**config.mk**
```make
export PLATFORM = sky130hd
export DESIGN_NAME = rrc_ref_clock_select
export DESIGN_NICKNAME = d
export VERILOG_FILES = /design/src/hw/rrc_pkg.sv /design/src/hw/rrc_ref_clock_select.sv
export SDC_FILE = /design/constraint.sdc
export NUM_CORES = 1
export LEC_CHECK = 0
export BUFFER_PORTS_ARGS = -buffer_cell sky130_fd_sc_hd__buf_4
export CELL_PAD_IN_SITES_DETAIL_PLACEMENT = 1
export CELL_PAD_IN_SITES_GLOBAL_PLACEMENT = 1
export CORE_MARGIN = 8
export CORE_UTILIZATION = 36
export CTS_CLUSTER_SIZE = 14
export DETAILED_ROUTE_END_ITERATION = 16
export GPL_TIMING_DRIVEN = 0
export PLACE_DENSITY = 0.75
export SLEW_MARGIN = 20
export SYNTH_ARGS = -nofsm -noshare
export SYNTH_HDL_FRONTEND = slang
export SYNTH_SLANG_ARGS = --single-unit
```
**constraint.sdc**
```tcl
create_clock -name mclk -period 2.9 [get_ports mclk]
set_input_delay 0.58 -clock mclk [delete_from_list [all_inputs] [get_ports mclk]]
set_output_delay 0.58 -clock mclk [all_outputs]
set_load 0.01 [all_outputs]
```
**src/hw/rrc_pkg.sv**
```systemverilog
package rrc_pkg;

	// ------------------------------------------------------------
	// Bus geometry
	// ------------------------------------------------------------
	localparam int ADDR_W  = 8;
	localparam int DATA_W  = 32;
	localparam int NUM_CH  = 4;

	// ------------------------------------------------------------
	// Register indices and byte addresses
	// ------------------------------------------------------------
	localparam logic [ADDR_W-1:0] IDX_REF_SEL    = 8'h19;
	localparam logic [ADDR_W-1:0] IDX_ALARM_CTRL = 8'h1A;
	localparam logic [ADDR_W-1:0] IDX_STATUS     = 8'h1B;
	localparam logic [ADDR_W-1:0] ADDR_REF_SEL    = 8'(IDX_REF_SEL * 4);
	localparam logic [ADDR_W-1:0] ADDR_ALARM_CTRL = 8'(IDX_ALARM_CTRL * 4);
	localparam logic [ADDR_W-1:0] ADDR_STATUS     = 8'(IDX_STATUS * 4);

	// ------------------------------------------------------------
	// Reference select fields
	// ------------------------------------------------------------
	localparam int REF_B_SEL_HI  = 7;
	localparam int REF_B_SEL_LO  = 6;
	localparam int REF_B_EN_BIT  = 5;
	localparam int FULL_RATE_BIT = 4;
	localparam int REF_A_EN_BIT  = 3;
	localparam int REF_A_SEL_HI  = 1;
	localparam int REF_A_SEL_LO  = 0;
	localparam logic [7:0] REF_SEL_RESET = 8'h00;
	localparam logic [7:0] REF_SEL_MASK  = 8'hFB;

	// ------------------------------------------------------------
	// Alarm control: channel n uses bits 2n+1 (enable), 2n (polarity)
	// ------------------------------------------------------------
	localparam int ALARM_EN_OFS  = 1;
	localparam int ALARM_POL_OFS = 0;
	localparam logic [7:0] ALARM_CTRL_RESET = 8'h00;

	// ------------------------------------------------------------
	// Status fields
	// ------------------------------------------------------------
	localparam int STAT_LOSS_LO = 0;
	localparam int STAT_EXT_LO  = 4;

	// ------------------------------------------------------------
	// Divider and responses
	// ------------------------------------------------------------
	localparam int DIV_RATIO = 256;
	localparam int DIV_W     = $clog2(DIV_RATIO);
	localparam logic [1:0] RESP_OKAY   = 2'h0;
	localparam logic [1:0] RESP_SLVERR = 2'h2;

endpackage

```
**src/hw/rrc_ref_clock_select.sv**
```systemverilog
`timescale 1ns/1ps
// Notes on behaviour
// - Output B follows the line clock of the channel picked by bits 7-6.
// - Output B drives only while bit 5 is set, else high impedance.
// - Enabled output B goes low on loss of signal of its channel.
// - Bit 4 set passes the line clock; clear divides it by 256.
// - Output A drives only while bit 3 is set, else high impedance.
// - Enabled output A goes low on loss of signal of its channel.
// - Output A follows the line clock of the channel picked by bits 1-0.
// - Enabled external alarm ORs into loss and tri-states enabled outputs that select its channel.
// - Polarity bit 1 means low alarm input is active; 0 means high.
module rrc_ref_clock_select (
	// Clock and reset
	input  wire  logic                        mclk,
	input  wire  logic                        reset,
	// AXI4-Lite write address
	input  wire  logic [rrc_pkg::ADDR_W-1:0]  s_axi_awaddr,
	input  wire  logic                        s_axi_awvalid,
	output logic                              s_axi_awready,
	// AXI4-Lite write data
	input  wire  logic [rrc_pkg::DATA_W-1:0]  s_axi_wdata,
	input  wire  logic [3:0]                  s_axi_wstrb,
	input  wire  logic                        s_axi_wvalid,
	output logic                              s_axi_wready,
	// AXI4-Lite write response
	output logic [1:0]                        s_axi_bresp,
	output logic                              s_axi_bvalid,
	input  wire  logic                        s_axi_bready,
	// AXI4-Lite read address
	input  wire  logic [rrc_pkg::ADDR_W-1:0]  s_axi_araddr,
	input  wire  logic                        s_axi_arvalid,
	output logic                              s_axi_arready,
	// AXI4-Lite read data
	output logic [rrc_pkg::DATA_W-1:0]        s_axi_rdata,
	output logic [1:0]                        s_axi_rresp,
	output logic                              s_axi_rvalid,
	input  wire  logic                        s_axi_rready,
	// Channel inputs
	input  wire  logic [rrc_pkg::NUM_CH-1:0]  line_rx_clock,
	input  wire  logic [rrc_pkg::NUM_CH-1:0]  signal_loss,
	input  wire  logic [rrc_pkg::NUM_CH-1:0]  ext_alarm_input,
	// Reference outputs
	output logic                              ref_out_a,
	output logic                              ref_out_a_oe,
	output logic                              ref_out_b,
	output logic                              ref_out_b_oe
);
	import rrc_pkg::*;

	// ------------------------------------------------------------
	// Selection helper
	// ------------------------------------------------------------
	function automatic logic pick_chan(input logic [NUM_CH-1:0] v, input logic [1:0] s);
		pick_chan = v[s];
	endfunction

	// ------------------------------------------------------------
	// Registers
	// ------------------------------------------------------------
	logic [7:0]        ref_sel_reg;
	logic [7:0]        alarm_ctrl_reg;
	logic [NUM_CH-1:0] line_prev_reg;
	logic [DIV_W-1:0]  div_cnt_reg [NUM_CH];
	logic              aw_got_reg;
	logic              w_got_reg;
	logic [ADDR_W-1:0] waddr_reg;
	logic [7:0]        wdata_reg;
	logic              wlane_reg;
	logic              bvalid_reg;
	logic [1:0]        bresp_reg;
	logic              rvalid_reg;
	logic [1:0]        rresp_reg;
	logic [DATA_W-1:0] rdata_reg;
	logic              out_a_reg;
	logic              oe_a_reg;
	logic              out_b_reg;
	logic              oe_b_reg;

	// ------------------------------------------------------------
	// Per-channel alarm and divider
	// ------------------------------------------------------------
	logic [NUM_CH-1:0] ext_active;
	logic [NUM_CH-1:0] chan_loss;
	logic [NUM_CH-1:0] chan_ext;
	logic [NUM_CH-1:0] div_clk;
	logic [NUM_CH-1:0] line_rise;

	genvar gi;
	generate
		for (gi = 0; gi < NUM_CH; gi++) begin : g_chan
			assign ext_active[gi] = ext_alarm_input[gi] ^ alarm_ctrl_reg[2*gi+ALARM_POL_OFS];
			assign chan_ext[gi]   = alarm_ctrl_reg[2*gi+ALARM_EN_OFS] & ext_active[gi];
			assign chan_loss[gi]  = signal_loss[gi] | chan_ext[gi];
			assign line_rise[gi]  = line_rx_clock[gi] & ~line_prev_reg[gi];
			assign div_clk[gi]    = div_cnt_reg[gi][DIV_W-1];

			// Counts line edges, so the top bit is a 50 % duty 1/256 clock
			always_ff @(posedge mclk or posedge reset) begin
				if (reset)
					div_cnt_reg[gi] <= '0;
				else if (line_rise[gi])
					div_cnt_reg[gi] <= div_cnt_reg[gi] + 1'b1;
			end
		end
	endgenerate

	always_ff @(posedge mclk or posedge reset) begin
		if (reset)
			line_prev_reg <= '0;
		else
			line_prev_reg <= line_rx_clock;
	end

	// ------------------------------------------------------------
	// Output path
	// ------------------------------------------------------------
	wire [1:0] sel_a     = ref_sel_reg[REF_A_SEL_HI:REF_A_SEL_LO];
	wire [1:0] sel_b     = ref_sel_reg[REF_B_SEL_HI:REF_B_SEL_LO];
	wire       full_rate = ref_sel_reg[FULL_RATE_BIT];
	wire       en_a      = ref_sel_reg[REF_A_EN_BIT];
	wire       en_b      = ref_sel_reg[REF_B_EN_BIT];
	wire       src_a     = full_rate ? pick_chan(line_rx_clock, sel_a)
	                                 : pick_chan(div_clk, sel_a);
	wire       src_b     = full_rate ? pick_chan(line_rx_clock, sel_b)
	                                 : pick_chan(div_clk, sel_b);
	wire       loss_a    = pick_chan(chan_loss, sel_a);
	wire       loss_b    = pick_chan(chan_loss, sel_b);
	wire       ext_a     = pick_chan(chan_ext, sel_a);
	wire       ext_b     = pick_chan(chan_ext, sel_b);
	wire       out_a_next = en_a & ~loss_a & src_a;
	wire       out_b_next = en_b & ~loss_b & src_b;
	wire       oe_a_next  = en_a & ~ext_a;
	wire       oe_b_next  = en_b & ~ext_b;

	always_ff @(posedge mclk or posedge reset) begin
		if (reset) begin
			out_a_reg <= 1'b0;
			oe_a_reg  <= 1'b0;
			out_b_reg <= 1'b0;
			oe_b_reg  <= 1'b0;
		end else begin
			out_a_reg <= out_a_next;
			oe_a_reg  <= oe_a_next;
			out_b_reg <= out_b_next;
			oe_b_reg  <= oe_b_next;
		end
	end

	assign ref_out_a    = out_a_reg;
	assign ref_out_a_oe = oe_a_reg;
	assign ref_out_b    = out_b_reg;
	assign ref_out_b_oe = oe_b_reg;

	// ------------------------------------------------------------
	// AXI4-Lite write side
	// ------------------------------------------------------------
	wire aw_take   = s_axi_awvalid & s_axi_awready;
	wire w_take    = s_axi_wvalid & s_axi_wready;
	wire wr_commit = aw_got_reg & w_got_reg & ~bvalid_reg;
	wire wr_sel    = wr_commit & wlane_reg & (waddr_reg == ADDR_REF_SEL);
	wire wr_alarm  = wr_commit & wlane_reg & (waddr_reg == ADDR_ALARM_CTRL);
	wire wr_mapped = (waddr_reg == ADDR_REF_SEL) | (waddr_reg == ADDR_ALARM_CTRL)
	               | (waddr_reg == ADDR_STATUS);

	assign s_axi_awready = ~aw_got_reg & ~bvalid_reg;
	assign s_axi_wready  = ~w_got_reg & ~bvalid_reg;
	assign s_axi_bvalid  = bvalid_reg;
	assign s_axi_bresp   = bresp_reg;

	always_ff @(posedge mclk or posedge reset) begin
		if (reset) begin
			aw_got_reg <= 1'b0;
			waddr_reg  <= '0;
		end else if (aw_take) begin
			aw_got_reg <= 1'b1;
			waddr_reg  <= s_axi_awaddr;
		end else if (wr_commit)
			aw_got_reg <= 1'b0;
	end

	always_ff @(posedge mclk or posedge reset) begin
		if (reset) begin
			w_got_reg <= 1'b0;
			wdata_reg <= '0;
			wlane_reg <= 1'b0;
		end else if (w_take) begin
			w_got_reg <= 1'b1;
			wdata_reg <= s_axi_wdata[7:0];
			wlane_reg <= s_axi_wstrb[0];
		end else if (wr_commit)
			w_got_reg <= 1'b0;
	end

	always_ff @(posedge mclk or posedge reset) begin
		if (reset) begin
			bvalid_reg <= 1'b0;
			bresp_reg  <= RESP_OKAY;
		end else if (wr_commit) begin
			bvalid_reg <= 1'b1;
			bresp_reg  <= wr_mapped ? RESP_OKAY : RESP_SLVERR;
		end else if (s_axi_bready)
			bvalid_reg <= 1'b0;
	end

	// Reserved bit 2 is never stored, so it always reads back zero
	always_ff @(posedge mclk or posedge reset) begin
		if (reset)
			ref_sel_reg <= REF_SEL_RESET;
		else if (wr_sel)
			ref_sel_reg <= wdata_reg & REF_SEL_MASK;
	end

	always_ff @(posedge mclk or posedge reset) begin
		if (reset)
			alarm_ctrl_reg <= ALARM_CTRL_RESET;
		else if (wr_alarm)
			alarm_ctrl_reg <= wdata_reg;
	end

	// ------------------------------------------------------------
	// AXI4-Lite read side
	// ------------------------------------------------------------
	wire ar_take = s_axi_arvalid & s_axi_arready;
	// Raw alarm sense shows even while disabled, so wiring can be checked first
	wire [7:0] status_val = 8'({ext_active, 4'h0} | {4'h0, chan_loss});
	wire rd_sel   = (s_axi_araddr == ADDR_REF_SEL);
	wire rd_alarm = (s_axi_araddr == ADDR_ALARM_CTRL);
	wire rd_stat  = (s_axi_araddr == ADDR_STATUS);
	wire [7:0] rd_byte = rd_sel   ? ref_sel_reg :
	                     rd_alarm ? alarm_ctrl_reg :
	                     rd_stat  ? status_val : 8'h00;

	assign s_axi_arready = ~rvalid_reg;
	assign s_axi_rvalid  = rvalid_reg;
	assign s_axi_rresp   = rresp_reg;
	assign s_axi_rdata   = rdata_reg;

	always_ff @(posedge mclk or posedge reset) begin
		if (reset) begin
			rvalid_reg <= 1'b0;
			rresp_reg  <= RESP_OKAY;
			rdata_reg  <= '0;
		end else if (ar_take) begin
			rvalid_reg <= 1'b1;
			rresp_reg  <= (rd_sel | rd_alarm | rd_stat) ? RESP_OKAY : RESP_SLVERR;
			rdata_reg  <= {24'h000000, rd_byte};
		end else if (s_axi_rready)
			rvalid_reg <= 1'b0;
	end

	// ------------------------------------------------------------
	// Checks
	// ------------------------------------------------------------
	chk_reset_clears_sel: assert property (@(posedge mclk) reset |=> ref_sel_reg == REF_SEL_RESET)
		else $error("select register not cleared in reset");
	chk_b_oe_follow: assert property (@(posedge mclk) disable iff (reset)
		!$past(en_b) |-> !ref_out_b_oe)
		else $error("output B driven while disabled");
	chk_a_oe_follow: assert property (@(posedge mclk) disable iff (reset)
		!$past(en_a) |-> !ref_out_a_oe)
		else $error("output A driven while disabled");
	chk_b_loss_low: assert property (@(posedge mclk) disable iff (reset)
		(en_b && loss_b) |=> !ref_out_b)
		else $error("output B not forced low on loss");
	chk_a_loss_low: assert property (@(posedge mclk) disable iff (reset)
		(en_a && loss_a) |=> !ref_out_a)
		else $error("output A not forced low on loss");
	chk_b_full_sel: assert property (@(posedge mclk) disable iff (reset)
		(en_b && full_rate && !loss_b) |=> ref_out_b == $past(line_rx_clock[sel_b]))
		else $error("output B not the selected line clock");
	chk_a_full_sel: assert property (@(posedge mclk) disable iff (reset)
		(en_a && full_rate && !loss_a) |=> ref_out_a == $past(line_rx_clock[sel_a]))
		else $error("output A not the selected line clock");
	chk_div_step: assert property (@(posedge mclk) disable iff (reset)
		line_rise[0] |=> div_cnt_reg[0] == $past(div_cnt_reg[0]) + 8'h01)
		else $error("divider missed a line edge");
	chk_ext_tristate: assert property (@(posedge mclk) disable iff (reset)
		(alarm_ctrl_reg[1] && ext_active[0] && sel_a == 2'h0) |=> !ref_out_a_oe)
		else $error("external alarm did not tri-state output A");
	chk_pol_sense: assert property (@(posedge mclk) disable iff (reset)
		(en_a && sel_a == 2'h0 && alarm_ctrl_reg[ALARM_EN_OFS]
		 && alarm_ctrl_reg[ALARM_POL_OFS] && !ext_alarm_input[0]) |=> !ref_out_a_oe)
		else $error("low-active alarm did not tri-state output A");
	chk_b_ext_tristate: assert property (@(posedge mclk) disable iff (reset)
		(en_b && ext_b) |=> !ref_out_b_oe && !ref_out_b)
		else $error("external alarm did not tri-state output B");
	chk_a_div_sel: assert property (@(posedge mclk) disable iff (reset)
		(en_a && !full_rate && !loss_a) |=> ref_out_a == $past(div_clk[sel_a]))
		else $error("output A not the divided line clock");
	chk_a_off_low: assert property (@(posedge mclk) disable iff (reset)
		!en_a |=> !ref_out_a)
		else $error("disabled output A not held low");
	chk_b_off_low: assert property (@(posedge mclk) disable iff (reset)
		!en_b |=> !ref_out_b)
		else $error("disabled output B not held low");

	// ------------------------------------------------------------
	// Cover points
	// ------------------------------------------------------------
	cov_full_rate_b: cover property (@(posedge mclk) disable iff (reset)
		en_b && full_rate ##1 ref_out_b ##1 !ref_out_b);
	cov_divided_a: cover property (@(posedge mclk) disable iff (reset)
		en_a && !full_rate && $rose(ref_out_a));
	cov_loss_a: cover property (@(posedge mclk) disable iff (reset) en_a && loss_a);
	cov_ext_cut: cover property (@(posedge mclk) disable iff (reset) $fell(ref_out_b_oe));
	cov_low_alarm: cover property (@(posedge mclk) disable iff (reset)
		en_a && alarm_ctrl_reg[ALARM_POL_OFS] && !ref_out_a_oe);

endmodule

```
==> qor.yml, run 1 <==
synthCells: 327
yosysTopAreaCell: "dfrtp_1"
leakage_nw: 2.37
dr.pass1.iters: 4
crit_path_top_delay_cell: "or4b_4"
yosysUniqueCellTypes: 39
gp_congestion: 0.773
synthToLayoutAreaGrowth_pct: 24.1
drive_above_1_share_pct: 34.2
antenna_found_initial: 0
p_per_area_mw_per_mm2: 700
grt_max_degree: 59
grt_pass1_wl_um: 15400
diodes: 0
period_needed_ns: 1.97
nNetsFinal: 501
slowest_delay_ns: 0.57
crit_family: "simple AND/OR/NAND/NOR gates"
cp_max_fo: 8
holdCritPathClass: "input port to async pin"
tns_ns: 0
htreeDepth: 3
dieArea_mm2: 0.0146
cts_resized: 0
path_cells: "or4b_4 -> nor4_4 -> nand3b_2 -> mux2_2"
dp_cells: 555
yosysMostFrequentCell: "dfrtp_1"
setup_viol: 0
final_cell_count_no_fill: 570
highest_layer: "met4"
root_buffer: "clkbuf_8"
path_buf_inv: 0
drc: 0
wl_met1_um: 4060
drv_slew: 0
cts.sinks: 86
grt_pass1_vias: 3056
ys.warnings.count: 0
cts_tree: "done"
grt_setup_unrepaired: "no"
ant_nets: 0
io_pins: 116
final-seq-area_mm2: 0.00215
multi_input_area_mm2: 0.00166
required_ns: 3.13
drv_cap: 0
die_w_um: 121
layout_setup_ws_ns: 0.931
nFillCells: 1195
synth_ff_type: "dfrtp_1"
ys_seq_elements: 86
r2r_start: "waddr_reg[0]$_DFFE_PP0P_"
synth-edff-count: 0
vias_per_cell: 4.69
row_count: 38
worstMarginPinSlew_ns: 0.556
drt_iter0_markers: 67
dpl_worst_slack_ns: 0.924
crit_path_end_kind: "flop"
post-dp-hpwl_um: 7190
postSynthAreaPerCell_um2: 12.1
die_h_um: 121
post_cts_buffers: 0
crit_type: "flop to flop"
synth_area_mm2: 0.00396
synth_top_area_share_pct: 54.4
synth_area_leaders: "dfrtp_1 (54%), mux2_2 (10%), buf_4 (4.9%)"
core_mm2: 0.0108
dr_wl_met2_um: 4420
slew_headroom_pct: 63.0
start_util_pct: 36.7
timing.fmax_mhz: 508
synthArstFlopShare_pct: 100
ctsHoldBuffers: 0
vias: 2671
wire_per_inst_um: 16.1
outcome: "finished, final reports clean"
fin_skew_ns: 0.00991
irDropWorstVdd_uv: 335
hold_violations: 0
r2r_setup_slack_ns: 0.93
post-route-util_pct: 45.5
groute.usage.overall_pct: 13.2
synthTopCellsByCount: "dfrtp_1 (86), mux2_2 (36), nand2_1 (28)"
finalCritPeriodShare_pct: 67.9
worstSkewPairLatency_ns: 0.35
clockBufferDepth: 2
overflow: 0
yosysSeqAreaShare_pct: 54.4
power_w: 0.00344
wl_met3_um: 647
cts_made_buffers: 9
r2r_end: "alarm_ctrl_reg[5]$_DFFE_PP0P_"
wl_um: 9180
critPathArrivalTime_ns: 2.20
path_clk_slew_ns: 0.08
worst_r2r_path_depth: 4
largest_register_ffs: 28
cp-start-kind: "flop"
port_buffers: 62
-- worst max path at each step --
stage,from,endpoint,slack (ns),cells after the start
3_5_place_dp,waddr_reg[0]$_DFFE_PP0P_,alarm_ctrl_reg[5]$_DFFE_PP0P_,0.92,4
2_1_floorplan,reset,alarm_ctrl_reg[0]$_DFFE_PP0P_,0.1,1
6_report,waddr_reg[0]$_DFFE_PP0P_,alarm_ctrl_reg[5]$_DFFE_PP0P_,0.93,4
3_3_place_gp,reset,s_axi_rdata[7]$_DFFE_PP0P_,-0.85,2
4_1_cts,waddr_reg[0]$_DFFE_PP0P_,alarm_ctrl_reg[5]$_DFFE_PP0P_,0.90,4
5_1_grt,waddr_reg[0]$_DFFE_PP0P_,alarm_ctrl_reg[5]$_DFFE_PP0P_,0.86,4
-- routing by layer --
metal,vias to the layer above,track usage (%)
li1,1287,-
met1,1295,16.7
met2,83,21.2
met3,6,4.00
met4,0,4.14
met5,-,0
-- cell usage in the layout (no fill, tap or decap), types with 6 or more instances in the layout --
cell type	n
nor2b_1	6
and4_1	6
buf_4	88
a21oi_1	6
mux2_2	36
mux2i_1	6
clkbuf_1	6
clkbuf_8	10
dfrtp_1	86
conb_1	26
nand2_1	28
nor2_1	11
xor2_1	14
o21ai_0	15
xnor2_1	18
nand3_1	8
inv_1	6
-- kinds of logic after synthesis --
family                     synth area share [%]
and+or+nand+nor                            11.7
adders and majority gates                  1.26
AOI/OAI and AO/OA                          6.51
buffers and inverters                      6.07
muxes                                      12.9
xor gates and xnor gates                   7.08
other                                    0.0947
DFF                                        54.4
-- through the flow --
stage | cell area [um2] | hold WS [ns]
final | 4910 | 0.220
after global routing | 4910 | 0.224
after CTS | 4910 | 0.215
after detailed placement | 4720 | 0.461
after global placement | 4690 | 0.454
after floorplan | 4050 | 0.438
-- final cells by class --
type | instances | share of cell area [%]
sequential | 86 | 43.8
multi-input combinational | 228 | 33.8
tap | 140 | 3.57
clock buffer | 11 | 2.88
buffer | 31 | 4.36
timing repair buffer | 63 | 10.0
inverter | 7 | 0.586
clock inverter | 4 | 0.968
-- report_power, final --
group          internal (W)  switching [W]  total, W
clock network      0.000415       0.000413  0.000828
logic              0.000452       0.000350  0.000802
registers           0.00153       0.000284   0.00181
(Power assumes the default switching activity.)
==> run 2, diff against run 1 <==
==> constraint.sdc (replaced) <==
create_clock -name mclk -period 1.8 [get_ports mclk]
set_input_delay 0.36 -clock mclk [delete_from_list [all_inputs] [get_ports mclk]]
set_output_delay 0.36 -clock mclk [all_outputs]
set_load 0.01 [all_outputs]
==> run 2 against run 1 <==
The flow now finishes with violations (negative setup slack). Combinational power grew 70%. Wire length down 0.29%. Sequential cell count unchanged. Fmax is 4.5% higher. Total power grew 70%. Sequential share of layout area is 1.0 points lower. Die area unchanged. Clock-buffer cell count stayed put. Non-clock buffer count increased by 5. Clock skew fell by 0.0044 ns. Critical endpoint unchanged. Highest routed layer unchanged.
==> qor.yml, run 2 (synthesis results as in run 1) <==
dieArea_mm2: 0.0146  # unchanged
drt_iter0_markers: 63  # -6.0%
diodes: 0  # unchanged
grt_setup_unrepaired: "yes"
antenna_found_initial: 0  # unchanged
worstSkewPairLatency_ns: 0.36  # about the same
drv_cap: 0  # unchanged
clockBufferDepth: 2  # unchanged
p_switching_w: 0.00173  # +65%
core_mm2: 0.0108  # unchanged
timing.fmax_mhz: 531  # +4.5%
largest_register_ffs: 28  # unchanged
die_h_um: 121  # unchanged
clockPowerShare_pct: 26.6  # +2.5 points
crit_type: "flop to flop"
row_count: 38  # unchanged
port_buffers: 62  # unchanged
finalCritPeriodShare_pct: 105  # +37 points
path_buf_inv: 1  # +1
wire_per_inst_um: 15.9  # -1.3%
slowest_delay_ns: 0.57  # about the same
outcome: "finished with violations"
start_util_pct: 36.7  # unchanged
hold_violations: 0  # unchanged
drc: 0  # unchanged
cp-start-kind: "flop"
gp_congestion: 0.766  # -0.91%
cts_tree: "done"
vias: 2727  # +2.1%
synthToLayoutAreaGrowth_pct: 27.1
irDropWorstVdd_uv: 652  # +95%
switching_share_pct: 29.6  # -0.78 points
violations: "negative setup slack"
post-dp-hpwl_um: 7130  # -0.80%
setup_viol: 15  # +15
critPathArrivalTime_ns: 2.14  # -0.06 ns
holdCritPathClass: "input port to async pin"
crit_path_start: "waddr_reg[4]$_DFFE_PP0P_"
r2r_start: "waddr_reg[4]$_DFFE_PP0P_"
layout_common_cells: "buf_4 (93), dfrtp_1 (86), mux2_2 (34)"
power_w: 0.00584  # +70%
tns_ns: -0.792  # -0.792 ns
final_cell_count_no_fill: 576  # +1.1%
worstMarginPinSlew_ns: 0.591  # +0.0354 ns
layout_setup_ws_ns: -0.0838  # -1.01 ns
ctsHoldBuffers: 0  # unchanged
post-route-util_pct: 46.6  # +1.1 points
crit_path_top_delay_cell: "or4b_4"
p_seq_share_pct: 50.1  # -2.5 points
htreeDepth: 3  # unchanged
nNetsFinal: 506  # +1.0%
final_common_cell: "buf_4"
path_clk_slew_ns: 0.09  # about the same
root_buffer: "clkbuf_8"
cts_made_buffers: 9  # unchanged
drive_above_1_share_pct: 35.8  # +1.6 points
die_w_um: 121  # unchanged
drv_slew: 0  # unchanged
p_per_area_mw_per_mm2: 1160  # +66%
crit_path_end_kind: "flop"
wl_um: 9150  # -0.29%
grt_max_degree: 35  # -41%
dr.pass1.iters: 6  # +2
ant_nets: 0  # unchanged
path_cells: "or4b_4 -> nor4_4 -> buf_4 -> nand3b_4 -> mux2_4"
pwr-share-comb_pct: 23.3  # about the same
io_pins: 116  # unchanged
grt_pass1_vias: 2983  # -2.4%
grt_pass1_wl_um: 15200  # -1.1%
period_needed_ns: 1.88  # -0.0857 ns
vias_per_cell: 4.73  # +1.0%
leakage_nw: 2.46  # +3.6%
fin_skew_ns: 0.00546  # -0.00444 ns
cp_max_fo: 8  # unchanged
required_ns: 2.05  # -1.08 ns
place_area_mm2: 0.00474  # +0.29%
groute.usage.overall_pct: 13.2  # +0.039 points
design_area_mm2: 0.00503  # +2.4%
overflow: 0  # unchanged
nFillCells: 1171  # -2.0%
slew_headroom_pct: 60.5  # -2.4 points
cts.sinks: 86  # unchanged
internal-power_w: 0.00411  # +72%
crit_family: "simple AND/OR/NAND/NOR gates"
dp_cells: 556  # +0.18%
## run 2: final cells by class
class                      instances  area (um2)  area share (%)
inverter                           7        30.0           0.597
clock buffer                      11         151            3.01
clock inverter                     5        81.3            1.62
multi-input combinational        228        1690            33.5
tap                              140         175            3.48
buffer                            30         211            4.20
sequential                        86        2150            42.8
timing repair buffer              69         543            10.8
## run 2: power groups by stage
stage                     logic [W]  clock network [W]  registers [W]
after CTS                   0.00132            0.00160        0.00293
after detailed placement    0.00129                  0        0.00296
after global routing        0.00152            0.00168        0.00301
after global placement      0.00122                  0        0.00291
after floorplan            0.000937                  0        0.00282
final                       0.00136            0.00155        0.00292
## run 2: final timing paths
path | depth (start not counted) | end | slack (ns)
min in group mclk | 1 | line_prev_reg[2]$_DFF_PP0_ | 0.13
max in group asynchronous | 3 | div_cnt_reg[5]$_DFFE_PP0P_ | 1.18
min | 2 | ref_out_b_oe$_DFF_PP0_ | 0.06
max reg2reg | 5 | alarm_ctrl_reg[5]$_DFFE_PP0P_ | -0.08
min reg2reg | 1 | div_clk[3]$_DFFE_PP0P_ | 0.48
max | 5 | alarm_ctrl_reg[5]$_DFFE_PP0P_ | -0.08
## run 2: through the flow
stage                     setup slack [ns]  hold WS (ns)
after floorplan                    0.00226         0.391
after global placement              -0.133         0.457
after detailed placement            -0.170         0.467
after CTS                           -0.175        0.0667
after global routing                -0.143        0.0963
final                              -0.0838        0.0565
## run 2: what timing repair did
action                                  CTS  global route
buffers inserted                          2             3
gates cloned                              0             0
pin swaps                                 2             2
resized for setup                         3             3
endpoints found under the setup margin   17            22
## run 2: worst register-to-register path, delay by kind of cell (launching register included)
family	cells	cell delay [ns]
AND/OR/NAND/NOR	3	0.87
flip-flops	1	0.40
multiplexers	1	0.33
buffers and inverters	1	0.18
## run 2: metal layers
metal	up-vias	GRT usage [%]	part of all wire, %
met5	-	0	0
li1	1292	-	-
met4	0	5.39	1.5
met3	10	3.96	5.9
met2	73	20.4	46
met1	1352	17.0	46
==> run 3, diff against run 2 <==
--- a/config.mk
+++ b/config.mk
@@ -13,7 +13,7 @@
 export CTS_CLUSTER_SIZE = 14
 export DETAILED_ROUTE_END_ITERATION = 16
 export GPL_TIMING_DRIVEN = 0
-export PLACE_DENSITY = 0.75
+export PLACE_DENSITY_LB_ADDON = 0.1
 export SLEW_MARGIN = 20
 export SYNTH_ARGS = -nofsm -noshare
 export SYNTH_HDL_FRONTEND = slang
==> run 3 against run 2 <==
The run still ends with negative setup slack left. Clock skew increased by 0.0025 ns. Global-route usage is 0.48 points lower. Design area decreased by 2.0%. Via count down 2.4%. Utilization decreased by 0.92 points. Wire length decreased by 5.0%. Largest cell class unchanged.
==> qor.yml, run 3 (synthesis results as in run 1) <==
path_buf_inv: 1  # unchanged
holdCritPathClass: "input port to async pin"
cp_num_cells: 5  # unchanged
internal-power_w: 0.00377  # -8.1%
port_buffers: 62  # unchanged
diodes: 0  # unchanged
timing.fmax_mhz: 531  # about the same
crit_path_end_kind: "flop"
crit_path_start: "waddr_reg[4]$_DFFE_PP0P_"
largest_register_ffs: 28  # unchanged
p_switching_w: 0.00162  # -6.3%
crit_type: "flop to flop"
pwr-share-comb_pct: 23.7  # +0.4 points
drc: 0  # unchanged
r2r_end: "alarm_ctrl_reg[2]$_DFFE_PP0P_"
worst_r2r_path_depth: 5  # unchanged
vias: 2661  # -2.4%
vias_per_cell: 4.66  # -1.6%
cts.sinks: 86  # unchanged
critPathArrivalTime_ns: 2.11  # -0.03 ns
layout_common_cells: "buf_4 (89), dfrtp_1 (86), mux2_2 (35)"
fin_skew_ns: 0.00798  # +0.00252 ns
wire_per_inst_um: 15.2  # -4.2%
dieArea_mm2: 0.0146  # unchanged
root_buffer: "clkbuf_8"
die_h_um: 121  # unchanged
die_w_um: 121  # unchanged
core_mm2: 0.0108  # unchanged
path_cells: "or4b_4 -> nor4_4 -> buf_4 -> nand3b_4 -> mux2_4"
cts_made_buffers: 9  # unchanged
nNetsFinal: 502  # -0.79%
finalCritPeriodShare_pct: 105  # about the same
cp_max_fo: 8  # unchanged
grt_pass1_wl_um: 14800  # -2.9%
r2r_start: "waddr_reg[4]$_DFFE_PP0P_"
overflow: 0  # unchanged
design_area_mm2: 0.00493  # -2.0%
worstMarginPinSlew_ns: 0.656  # +0.0646 ns
required_ns: 2.03  # -0.02 ns
groute.usage.overall_pct: 12.8  # -0.48 points
layout_setup_ws_ns: -0.0840  # -0.000200 ns
drv_cap: 0  # unchanged
leakage_nw: 2.41  # -2.1%
crit_path_top_delay_cell: "or4b_4"
r2r_setup_slack_ns: -0.08  # about the same
slew_headroom_pct: 56.2  # -4.3 points
clockBufferDepth: 2  # unchanged
dp_cells: 556  # unchanged
cts_tree: "done"
final_cell_count_no_fill: 571  # -0.87%
htreeDepth: 3  # unchanged
grt_pass1_vias: 2851  # -4.4%
worstSkewPairLatency_ns: 0.35  # about the same
synthToLayoutAreaGrowth_pct: 24.6
wl_um: 8690  # -5.0%
place_area_mm2: 0.00474  # unchanged
drt_iter0_markers: 52  # -17%
violations: "negative setup slack"
ctsHoldBuffers: 0  # unchanged
path_clk_slew_ns: 0.08  # about the same
grt_max_degree: 33  # -5.7%
setup_viol: 15  # unchanged
hold_violations: 0  # unchanged
tns_ns: -0.668  # +0.123 ns
antenna_found_initial: 0  # unchanged
io_pins: 116  # unchanged
cp-start-kind: "flop"
slowest_delay_ns: 0.56  # about the same
clockPowerShare_pct: 22.2  # -4.4 points
outcome: "finished with violations"
ant_nets: 0  # unchanged
irDropWorstVdd_uv: 603  # -7.5%
grt_setup_unrepaired: "yes"
row_count: 38  # unchanged
crit_end: "alarm_ctrl_reg[2]$_DFFE_PP0P_"
finalHoldWorstSlack_ns: 0.101  # +0.0442 ns
dr.pass1.iters: 4  # -2
p_per_area_mw_per_mm2: 1090  # -5.7%
power_w: 0.00539  # -7.6%
period_needed_ns: 1.88  # +0.000200 ns
switching_share_pct: 30.1  # +0.41 points
post-dp-hpwl_um: 6810  # -4.4%
drv_slew: 0  # unchanged
gp_congestion: 0.752  # -1.9%
final_common_cell: "buf_4"
drive_above_1_share_pct: 34.3  # -1.4 points
crit_family: "simple AND/OR/NAND/NOR gates"
p_seq_share_pct: 54.1  # +4.0 points
start_util_pct: 36.7  # unchanged
run 3: cell type report:
| class | count | area (um2) |
|---|---|---|
| Clock inverter | 1 | 5.00 |
| Sequential cell | 86 | 2150 |
| Timing Repair Buffer | 65 | 513 |
| Inverter | 7 | 30.0 |
| Fill cell | 1184 | 5860 |
| Buffer | 30 | 211 |
| Tap cell | 140 | 175 |
| Multi-Input combinational cell | 228 | 1680 |
| Clock buffer | 14 | 163 |
run 3: worst min-delay path by stage:
stage / to / slack, ns / depth (start not counted)
after floorplan: line_prev_reg[0]$_DFF_PP0_ / 0.39 / 0
after global placement: div_cnt_reg[14]$_DFFE_PP0P_ / 0.46 / 1
after detailed placement: div_cnt_reg[14]$_DFFE_PP0P_ / 0.46 / 1
after CTS: div_cnt_reg[27]$_DFFE_PP0P_ / 0.10 / 2
after global routing: line_prev_reg[3]$_DFF_PP0_ / 0.12 / 1
final: div_cnt_reg[27]$_DFFE_PP0P_ / 0.10 / 2
run 3: through the flow:
stage,worst slack (ns),utilization (%)
floorplan,0.00226,-
global placement,-0.217,43.5
detailed placement,-0.180,43.9
CTS,-0.175,45.6
global route,-0.172,45.7
finish,-0.0840,45.7
run 3: power groups by stage:
stage / clock network (W) / logic, W / registers (W)
after detailed placement: 0 / 0.00129 / 0.00295
after global routing: 0.00133 / 0.00144 / 0.00302
after global placement: 0 / 0.00123 / 0.00292
after CTS: 0.00126 / 0.00130 / 0.00293
after floorplan: 0 / 0.000937 / 0.00282
final: 0.00120 / 0.00128 / 0.00292
run 3: what timing repair did:
action                                  CTS  global route
gates resized for setup                   2             3
buffers inserted                          1             0
pin swaps                                 2             2
endpoints found under the setup margin   16            22
run 3: worst register-to-register path, cell delays in order, from the launching register on:
cell and delay, ns:
dfrtp_1 0.39, or4b_4 0.56, nor4_4 0.15, buf_4 0.18, nand3b_4 0.15, mux2_4 0.33
run 3: layer usage:
layer	GRT usage, %	share of wire, %	up-vias
met1	16.9	47	1293
met2	19.0	45	69
met3	3.86	6.6	10
met4	5.15	1.6	0
met5	0	0	-
li1	-	-	1289
